File: src/sysbus_pkg.sv
// shared constants and types for the parallel system bus port
package sysbus_pkg;

  // ----------------------------------------------------------------
  // widths
  // ----------------------------------------------------------------
  localparam int ADDR_W = 26;
  localparam int HALF_W = 16;
  localparam int DATA_W = 32;

  // ----------------------------------------------------------------
  // target encodings on the request port
  // ----------------------------------------------------------------
  typedef enum logic [1:0] {
    TGT_DRAM = 2'h0,
    TGT_ROM  = 2'h1,
    TGT_LCD  = 2'h2,
    TGT_ISA  = 2'h3
  } target_type;

  // ----------------------------------------------------------------
  // timing counts: strobe length for non-panel targets
  // ----------------------------------------------------------------
  localparam int         STROBE_NS     = 8;
  localparam int         CLK_PERIOD_NS = 4;
  localparam logic [3:0] STROBE_CYC    = 4'((STROBE_NS + CLK_PERIOD_NS - 1) / CLK_PERIOD_NS);

  // ----------------------------------------------------------------
  // reset values
  // ----------------------------------------------------------------
  localparam logic [ADDR_W-1:0] ADDR_RST = 26'h000_0000;
  localparam logic [DATA_W-1:0] DATA_RST = 32'h0000_0000;
  localparam logic [HALF_W-1:0] HALF_RST = 16'h0000;

  // ----------------------------------------------------------------
  // access sequencer states, one-hot
  // ----------------------------------------------------------------
  typedef enum logic [3:0] {
    ST_IDLE   = 4'b0001,
    ST_STROBE = 4'b0010,
    ST_PANEL  = 4'b0100,
    ST_DONE   = 4'b1000
  } state_type;

endpackage : sysbus_pkg

File: src/gpio_half.sv
// upper pin half: bus data or general-purpose port, chosen by the strap
`timescale 1ns/100ps
module gpio_half (
  // clock and reset
  input  wire logic                        clk,
  input  wire logic                        reset_n,
  input  wire logic                        clk_en,
  // mode
  input  wire logic                        wide_mode,
  // bus side
  input  wire logic [sysbus_pkg::HALF_W-1:0] bus_out,
  input  wire logic                        bus_oe,
  // user port side
  input  wire logic [sysbus_pkg::HALF_W-1:0] gpio_out,
  input  wire logic [sysbus_pkg::HALF_W-1:0] gpio_dir,
  // pins
  output logic      [sysbus_pkg::HALF_W-1:0] pin_out,
  output logic      [sysbus_pkg::HALF_W-1:0] pin_oe
);

  typedef struct packed {
    logic [sysbus_pkg::HALF_W-1:0] out;
    logic [sysbus_pkg::HALF_W-1:0] oe;
  } half_state_type;

  half_state_type                  st_r;
  half_state_type                  st_nxt;
  wire logic [sysbus_pkg::HALF_W-1:0] sel_out;
  wire logic [sysbus_pkg::HALF_W-1:0] sel_oe;

  // per-pin selection between bus data and port drive
  genvar i;
  generate
    for (i = 0; i < sysbus_pkg::HALF_W; i++) begin : g_pin
      assign sel_out[i] = wide_mode ? bus_out[i] : gpio_out[i];
      assign sel_oe[i]  = wide_mode ? bus_oe : gpio_dir[i];
    end
  endgenerate

  // record filled in one process so no bit has two writers
  always_comb begin
    st_nxt.out = sel_out;
    st_nxt.oe  = sel_oe;
  end

  // registered pins, frozen while the enable is low
  always_ff @(posedge clk or negedge reset_n) begin
    if (!reset_n) begin
      st_r <= '0;
    end else if (clk_en) begin
      st_r <= st_nxt;
    end
  end

  assign pin_out = st_r.out;
  assign pin_oe  = st_r.oe;

endmodule : gpio_half

File: src/system_bus_lcd_mem_port.sv
// processor-side parallel system bus port for dram, rom, panel and isa targets
//
// Functional notes
// - drive a 26-bit address bus for every target type
// - low 16 data lines driven on writes, sampled on reads
// - strap high: upper 16 pins form the high half of 32-bit data
// - upper data half used only for dram and rom transfers in wide mode
// - strap low: upper 16 pins serve as general-purpose port pins
// - panel select low for the whole of each panel access
// - read strobe low whenever reading panel, ram or rom
// - write strobe low whenever writing panel, ram or rom
// - names ending in _n are low-true on both sides
//
// ----------------------------------------------------------------
// access timing, counted in enabled clock edges
// ----------------------------------------------------------------
// edge 0: request taken while req_ready is high
// edge 0 also: address, strobe and select launched; req_ready drops
// memory and isa targets: strobe held for the fixed strobe count
// panel target: select and strobe held until panel_ready is seen high
// one closing cycle keeps the strobe low while read data is sampled
// the edge after it lifts all strobes and pulses resp_valid
// req_ready returns with resp_valid, so requests may run back to back
//
// ----------------------------------------------------------------
// limitations
// ----------------------------------------------------------------
// strap caught once after reset; moving it later has no effect
// upper pins float for the first enabled cycle after reset
// upper read data is zero unless the access is wide dram or rom
// a panel that never answers holds the port; there is no time limit
// isa targets see only the shared read and write strobes here
// one access at a time; writes are not posted
// enable low freezes an access mid-way with its strobes still held
`timescale 1ns/100ps
module system_bus_lcd_mem_port (
  // clock and reset
  input  wire logic                              clk,
  input  wire logic                              reset_n,
  input  wire logic                              clk_en,
  // strap
  input  wire logic                              wide_bus_strap,
  // request port
  input  wire logic                              req_valid,
  input  wire logic                              req_write,
  input  wire logic [1:0]                        req_target,
  input  wire logic [sysbus_pkg::ADDR_W-1:0]     req_addr,
  input  wire logic [sysbus_pkg::DATA_W-1:0]     req_wdata,
  output logic                                   req_ready,
  output logic                                   resp_valid,
  output logic      [sysbus_pkg::DATA_W-1:0]     resp_rdata,
  // general-purpose port on the upper pins
  input  wire logic [sysbus_pkg::HALF_W-1:0]     gpio_out,
  input  wire logic [sysbus_pkg::HALF_W-1:0]     gpio_dir,
  output logic      [sysbus_pkg::HALF_W-1:0]     gpio_in,
  // address and strobes
  output logic      [sysbus_pkg::ADDR_W-1:0]     addr,
  output logic                                   read_n,
  output logic                                   write_n,
  output logic                                   panel_select_n,
  input  wire logic                              panel_ready,
  // low data pins
  input  wire logic [sysbus_pkg::HALF_W-1:0]     data_lo_in,
  output logic      [sysbus_pkg::HALF_W-1:0]     data_lo_out,
  output logic                                   data_lo_oe,
  // upper shared pins
  input  wire logic [sysbus_pkg::HALF_W-1:0]     data_hi_in,
  output logic      [sysbus_pkg::HALF_W-1:0]     data_hi_out,
  output logic      [sysbus_pkg::HALF_W-1:0]     data_hi_oe
);

  // ----------------------------------------------------------------
  // state record
  // ----------------------------------------------------------------
  typedef struct packed {
    sysbus_pkg::state_type           fsm;
    logic                            strap_seen;
    logic                            wide;
    logic                            write;
    logic                            use_hi;
    logic [3:0]                      cnt;
    logic [sysbus_pkg::ADDR_W-1:0]   addr;
    logic [sysbus_pkg::DATA_W-1:0]   wdata;
    logic                            read_n;
    logic                            write_n;
    logic                            panel_select_n;
    logic                            data_lo_oe;
    logic                            hi_oe;
    logic                            req_ready;
    logic                            resp_valid;
    logic [sysbus_pkg::DATA_W-1:0]   rdata;
    logic [sysbus_pkg::HALF_W-1:0]   gpio_in;
  } port_state_type;

  port_state_type st_r;
  port_state_type st_nxt;

  // ----------------------------------------------------------------
  // access sequencer
  // ----------------------------------------------------------------
  // one access at a time; the next request waits in the caller until done
  always_comb begin
    st_nxt            = st_r;
    st_nxt.resp_valid = 1'b0;
    // strap caught once after reset release, so mode never changes mid-run
    if (!st_r.strap_seen) begin
      st_nxt.strap_seen = 1'b1;
      st_nxt.wide       = wide_bus_strap;
    end
    // general-purpose inputs follow the upper pins when narrow
    if (!st_r.wide) begin
      st_nxt.gpio_in = data_hi_in;
    end
    case (st_r.fsm)
      sysbus_pkg::ST_IDLE: begin
        st_nxt.req_ready = st_r.strap_seen;
        if (req_valid && st_r.req_ready) begin
          st_nxt.req_ready = 1'b0;
          st_nxt.write     = req_write;
          st_nxt.addr      = req_addr;
          st_nxt.wdata     = req_wdata;
          st_nxt.use_hi    = st_r.wide && (req_target == sysbus_pkg::TGT_DRAM ||
                                           req_target == sysbus_pkg::TGT_ROM);
          st_nxt.read_n    = req_write;
          st_nxt.write_n   = !req_write;
          st_nxt.data_lo_oe = req_write;
          st_nxt.hi_oe     = req_write && st_r.wide && (req_target == sysbus_pkg::TGT_DRAM ||
                                                        req_target == sysbus_pkg::TGT_ROM);
          st_nxt.cnt       = sysbus_pkg::STROBE_CYC;
          if (req_target == sysbus_pkg::TGT_LCD) begin
            st_nxt.panel_select_n = 1'b0;
            st_nxt.fsm            = sysbus_pkg::ST_PANEL;
          end else begin
            st_nxt.fsm = sysbus_pkg::ST_STROBE;
          end
        end
      end
      sysbus_pkg::ST_STROBE: begin
        // fixed strobe length for memory and isa targets
        if (st_r.cnt <= 4'h1) begin
          st_nxt.fsm = sysbus_pkg::ST_DONE;
        end else begin
          st_nxt.cnt = st_r.cnt - 4'h1;
        end
      end
      sysbus_pkg::ST_PANEL: begin
        // strobes, select and address stay put until the panel is ready
        if (panel_ready) begin
          st_nxt.fsm = sysbus_pkg::ST_DONE;
        end
      end
      sysbus_pkg::ST_DONE: begin
        // sample read data at the trailing edge of the strobe
        if (!st_r.write) begin
          st_nxt.rdata = {st_r.use_hi ? data_hi_in : sysbus_pkg::HALF_RST, data_lo_in};
        end
        st_nxt.read_n         = 1'b1;
        st_nxt.write_n        = 1'b1;
        st_nxt.panel_select_n = 1'b1;
        st_nxt.data_lo_oe     = 1'b0;
        st_nxt.hi_oe          = 1'b0;
        st_nxt.resp_valid     = 1'b1;
        st_nxt.req_ready      = 1'b1;
        st_nxt.fsm            = sysbus_pkg::ST_IDLE;
      end
      default: begin
        st_nxt.fsm = sysbus_pkg::ST_IDLE;
      end
    endcase
  end

  // ----------------------------------------------------------------
  // state register
  // ----------------------------------------------------------------
  always_ff @(posedge clk or negedge reset_n) begin
    if (!reset_n) begin
      st_r                <= '0;
      st_r.fsm            <= sysbus_pkg::ST_IDLE;
      st_r.addr           <= sysbus_pkg::ADDR_RST;
      st_r.wdata          <= sysbus_pkg::DATA_RST;
      st_r.rdata          <= sysbus_pkg::DATA_RST;
      st_r.read_n         <= 1'b1;
      st_r.write_n        <= 1'b1;
      st_r.panel_select_n <= 1'b1;
    end else if (clk_en) begin
      st_r <= st_nxt;
    end
  end

  // ----------------------------------------------------------------
  // upper pin half
  // ----------------------------------------------------------------
  gpio_half u_gpio_half (
    .clk       (clk),
    .reset_n   (reset_n),
    .clk_en    (clk_en),
    .wide_mode (st_nxt.wide),
    .bus_out   (st_nxt.wdata[sysbus_pkg::DATA_W-1:sysbus_pkg::HALF_W]),
    .bus_oe    (st_nxt.hi_oe),
    .gpio_out  (gpio_out),
    .gpio_dir  (gpio_dir & {sysbus_pkg::HALF_W{st_nxt.strap_seen}}),
    .pin_out   (data_hi_out),
    .pin_oe    (data_hi_oe)
  );

  // ----------------------------------------------------------------
  // outputs, all straight from flip-flops
  // ----------------------------------------------------------------
  assign req_ready      = st_r.req_ready;
  assign resp_valid     = st_r.resp_valid;
  assign resp_rdata     = st_r.rdata;
  assign gpio_in        = st_r.gpio_in;
  assign addr           = st_r.addr;
  assign read_n         = st_r.read_n;
  assign write_n        = st_r.write_n;
  assign panel_select_n = st_r.panel_select_n;
  assign data_lo_out    = st_r.wdata[sysbus_pkg::HALF_W-1:0];
  assign data_lo_oe     = st_r.data_lo_oe;

endmodule : system_bus_lcd_mem_port

File: config.mk
export PLATFORM = sky130hd
export DESIGN_NAME = system_bus_lcd_mem_port
export DESIGN_NICKNAME = d
export VERILOG_FILES = /design/src/sysbus_pkg.sv /design/src/gpio_half.sv /design/src/system_bus_lcd_mem_port.sv
export SDC_FILE = /design/constraint.sdc
export NUM_CORES = 1
export LEC_CHECK = 0
export ABC_AREA = 1
export ABC_CLOCK_PERIOD_IN_PS = 2530
export BUFFER_PORTS_ARGS = -buffer_cell sky130_fd_sc_hd__buf_2
export CORE_ASPECT_RATIO = 2
export CORE_MARGIN = 2
export CORE_UTILIZATION = 35
export DETAILED_ROUTE_END_ITERATION = 12
export PLACE_DENSITY_LB_ADDON = 0.2
export SLEW_MARGIN = 25
export SYNTH_ARGS = -nofsm -noshare
export SYNTH_HDL_FRONTEND = slang
export SYNTH_HIERARCHICAL = 1
export SYNTH_SLANG_ARGS = --single-unit
File: constraint.sdc
create_clock -name clk -period 2.53 [get_ports clk]
set_input_delay 0.506 -clock clk [delete_from_list [all_inputs] [get_ports clk]]
set_output_delay 0.506 -clock clk [all_outputs]
set_load 0.03 [all_outputs]
; After elaboration in Yosys (flattened, before gate mapping)
; Cells that the tools add are included.
[word_totals]
reg_bits = 157
word_cells = 100
[classes]
n_addsub = 1
magnitude_cmp = 1
eq_ne = 11
muxes = 47
bitwise_logic = 3
n_reduce_logical = 17
[op_table]
columns = cell, n
row1 = 68-bit 2-to-1 mux, 1
row2 = 32-bit 2-to-1 mux, 2
row3 = 1-bit 2-to-1 mux, 34
row4 = 33-bit 2-to-1 mux, 1
row5 = "16-bit AND, second input constant", 1
row6 = 16-bit 2-to-1 mux, 1
row7 = 4-bit 2-to-1 mux, 4
row8 = 4-bit one-hot mux with 3 select lines, 1
row9 = 6-bit one-hot mux with 2 select lines, 1
row10 = 4-bit AND reduction, 3
row11 = "2-bit inequality test, second input constant", 5
row12 = 3-bit AND reduction, 3
row13 = 4-bit one-hot mux with 2 select lines, 1
row14 = "4-bit by 1-bit equality test with 1-bit output, second input constant", 1
row15 = "4-bit by 2-bit equality test with 1-bit output, second input constant", 1
row16 = "4-bit by 3-bit equality test with 1-bit output, second input constant", 1
row17 = "4-bit equality test, second input constant", 1
row18 = "4-bit by 1-bit <= comparator with 1-bit output, second input constant", 1
row19 = 1-bit logical AND, 4
row20 = 2-bit AND reduction, 2
row21 = 2-bit nonzero test, 2
row22 = "4-bit by 1-bit subtractor with 4-bit output, second input constant", 1
row23 = 3-bit 2-to-1 mux, 1
row24 = "2-bit by 1-bit equality test with 1-bit output, second input constant", 1
row25 = 5 further kinds, 6

; Longest topological paths before layout
[logic_depth]
depth_word = 6
ltp_mapped = 11

; Hierarchy
; The synthesis kept the hierarchy.
[by_module_without_submodules]
columns = module, n_inst, cells_each, area_per_inst_um2, seq_area_each_um2
row1 = system_bus_lcd_mem_port, 1, 702, 6053.3, 3133.0
row2 = gpio_half, 1, 240, 1716.6, 800.8

; Least setup slack after synthesis
; No wires, ideal clock.
[synth_timing]
path_type = reg-to-reg
start = register st_r (netlist bit req_ready)
end = register u_gpio_half.st_r (netlist bit u_gpio_half/pin_out[1])
t_arrival_ps = 1456
path_slack_ps = 956
path_stages_with_launch = 11
period_less_slack_ps = 1574
path_cell_list = dfrtp_1 -> nand2_1 -> inv_1 -> nand3_2 -> clkbuf_1 -> nand2_1 -> o21ai_0 -> inv_1 -> nand2_1 -> nand3_1 -> nand2_1
[synth_rtl]
columns = element, line
row1 = "start, declared", system_bus_lcd_mem_port.sv:95  ; port_state_type st_r;
row2 = "start signal, assigned", system_bus_lcd_mem_port.sv:186  ; st_r <= st_nxt;
row3 = "end signal, assigned", gpio_half.sv:51  ; st_r <= st_nxt;
row4 = "end, declared", gpio_half.sv:26  ; half_state_type st_r;

==> flow_metrics.py <==
metrics = {
    "yosys": {
        "ys_seq_area_frac": 0.506,
        "synthFlopType": "dfrtp_1",
        "ys_types": 28,
        "synthTopCellsByCount": "415 x nand2_1, 153 x dfrtp_1, 94 x buf_4, 70 x inv_1, 49 x o21ai_0",
        "yosysWarningCount": 6,
        "async_flop_share": 1.00,
        "avgSynthCellArea_um2": 8.25,
        "ys_ff_latch": 157,
        "yosysMostFrequentCell": "nand2_1",
        "synth_area_leaders": "dfrtp_1 49%, nand2_1 20%, buf_4 9.1%, inv_1 3.4%, o21ai_0 3.2%",
        "synth_edf_count": 0,
        "yosys.area.top_type": "dfrtp_1",
        "netlist_instances": 942,
        "netlist.area_leader.share": 0.493,
        "syn_nets": 1075,
        "synth_area_um2": 7770,
    },
    "placement": {
        "place_ws_ps": 368,
        "hpwl_um": 15300,
        "portBuffers": 258,
        "place_congestion": 0.850,
        "placed_cells_incl_taps": 1356,
    },
    "detailed_routing": {
        "antenna_left": 0,
        "top_layer": "met4",
        "wl_met2_um": 11500,
        "via_count": 6195,
        "drt-vias-per-instance": 4.46,
        "m1WireLength_um": 7510,
        "first_pass_iters": 5,
        "wl_met3_um": 1060,
        "wl_per_cell_um": 15.0,
        "drc_errors": 0,
        "drt_wl_total_um": 20800,
        "first_iter_violations": 284,
    },
    "final_layout": {
        "nNetsFinal": 1233,
        "instances_no_fill": 1390,
        "area_growth_pct": 17.6,
        "drive_gt1_frac": 0.313,
    },
    "clocking": {
        "post-cts-setup-buffers": 0,
        "cts_buffers": 17,
        "cts.sinks": 157,
        "htreeDepth": 4,
        "clockRootBuffer": "clkbuf_16",
        "clock_path_buffers": 2,
        "cts_tree": "built",
        "clock_latency_ps": 430,
        "clkSlewWorstSetupHoldPaths_ps": 70,
    },
    "sta": {
        "fmax_mhz": 498,
        "tightest_slew_ps": 647,
        "skew_ps": 8.12,
        "setup_viol": 0,
        "fin_crit_sh": 0.793,
        "setup_ws_ps": 524,
        "drv_slew": 0,
        "timing.hold.ws_ps": 274,
        "relSlewSlack": 0.567,
        "hold_viol_final": 0,
        "grt_setup_unrepaired": "false",
        "setup_tns_ps": 0,
        "post-route-min-period_ps": 2010,
    },
    "setup_path": {
        "r2r_start": "st_r[121]$_DFFE_PN1P_",
        "cp.required_ps": 2850,
        "critPathLaunch": "st_r[121]$_DFFE_PN1P_",
        "reg2reg_depth": 9,
        "worstSetupPathType": "reg -> reg",
        "reg2reg_slack_ps": 520,
        "cp-start-kind": "flop",
        "crit_arrival_ps": 2330,
        "cp_max_fo": 30,
        "timing.rr.end": "u_gpio_half/pin_oe[12]$_DFFE_PN0P_",
        "endpoint_kind": "flop",
    },
    "grt": {
        "grt_pass1_wl_um": 32500,
        "grt_usage": 0.184,
        "grt_antenna_before_repair": 2,
        "grt_pass1_vias": 6206,
        "grt_start_max_net_pins": 82,
        "grt_overflow_total": 0,
    },
    "die": {
        "core-area_um2": 22000,
        "dieArea_um2": 23500,
        "start_util": 0.354,
        "die_h_um": 215,
        "die_x_um": 109,
        "ios": 259,
        "core.rowCount": 77,
    },
    "job": {
        "cap_violations": 0,
    },
    "power_and_ir_drop": {
        "power.static_leakage_nw": 5.30,
        "power_density_nw_per_um2": 1130,
        "ir_drop_mv": 0.520,
    },
    "worst_hold_path": {
        "min_to": "addr[17]$_DFFE_PN0P_",
        "worstHoldStart": "req_addr[17]",
        "min_delay_path_depth": 3,
        "hold_class": "in -> reg",
    },
    "status": {
        "status": "finished, final reports clean",
    },
}
[state kept, by name, indices dropped and copies added (netlist names)]
signal               flops
u_gpio_half/pin_out     16
gpio_in                 16
read_n                   1
panel_select_n           1
resp_valid               1
req_ready                1
resp_rdata              32
u_gpio_half/pin_oe      16
st_r                    29
data_lo_out             16
addr                    26
data_lo_oe               1
write_n                  1
[per-stage QoR]
step           power [W]   util  area, um^2
3_3_place_gp     0.00784  0.389        8540
2_1_floorplan    0.00725      -        7770
6_report          0.0103  0.416        9140
4_1_cts           0.0105  0.415        9130
5_1_grt           0.0110  0.416        9140
3_5_place_dp     0.00788  0.389        8540
[routing by layer]
metal | vias up | track usage
li1 | 3090 | -
met4 | 0 | 0.0924
met3 | 42 | 0.0434
met1 | 2889 | 0.189
met2 | 174 | 0.335
met5 | - | 0
[logic make-up after synthesis]
logic type                 after synthesis  share of synthesized area
and+or+nand+nor                        503                      0.261
buffers and inverters                  206                      0.166
DFF                                    157                      0.506
AOI/OAI and AO/OA                       57                     0.0396
muxes                                   16                     0.0232
adders and majority gates                2                    0.00322
xor gates and xnor gates                 1                    0.00113
[power breakdown]
part           total, W  internal, W  switching, W
Combinational   0.00398      0.00117       0.00281
Clock           0.00253      0.00150       0.00103
Sequential      0.00380      0.00332      0.000476
Total            0.0103      0.00599       0.00432
[cell usage in the layout (no fill, tap or decap), types with 4 or more instances in the layout]
| cell | count |
|---|---|
| inv_1 | 70 |
| nor2_1 | 21 |
| buf_4 | 8 |
| nand2_1 | 415 |
| nand2_2 | 12 |
| mux2_2 | 16 |
| dfrtp_1 | 153 |
| o21ai_2 | 4 |
| clkbuf_16 | 17 |
| o21ai_0 | 48 |
| nand3_1 | 45 |
| buf_2 | 257 |
| dfstp_2 | 4 |
[timing repair]
action / 4_1_cts / 5_1_grt
endpoints found under the hold margin: 23 / 0
resized for setup: 0 / 0
hold buffers: 1 / 0
[area by class of cell]
class / instances / area (um^2)
inverters: 75 / 287
flip-flops and latches: 157 / 3930
multi-input cells: 579 / 2560
clock inverters: 10 / 115
well taps: 276 / 345
diodes: 2 / 5.00
repair buffers: 270 / 1430
clock buffers: 21 / 460
fillers: 2344 / 12800
[critical path: stages, from the launching register on]
cell and delay [ps]:
dfstp_2 560, inv_2 60, nor2_4 110, nand3_2 430, nand3_1 200, nand2_1 140, nand2_4 200, nand2_1 80
nand2_1 50, nand2_1 50
[how the worst max path moves through the flow]
stage / cells past startpoint / end
after global placement: 11 / u_gpio_half/pin_out[14]$_DFFE_PN0P_
final: 9 / u_gpio_half/pin_oe[12]$_DFFE_PN0P_
after CTS: 10 / u_gpio_half/pin_out[14]$_DFFE_PN0P_
after global routing: 9 / u_gpio_half/pin_oe[9]$_DFFE_PN0P_
after detailed placement: 11 / u_gpio_half/pin_out[14]$_DFFE_PN0P_
after floorplan: 10 / u_gpio_half/pin_out[1]$_DFFE_PN0P_
No activity file was read; power rests on OpenSTA's default activity.
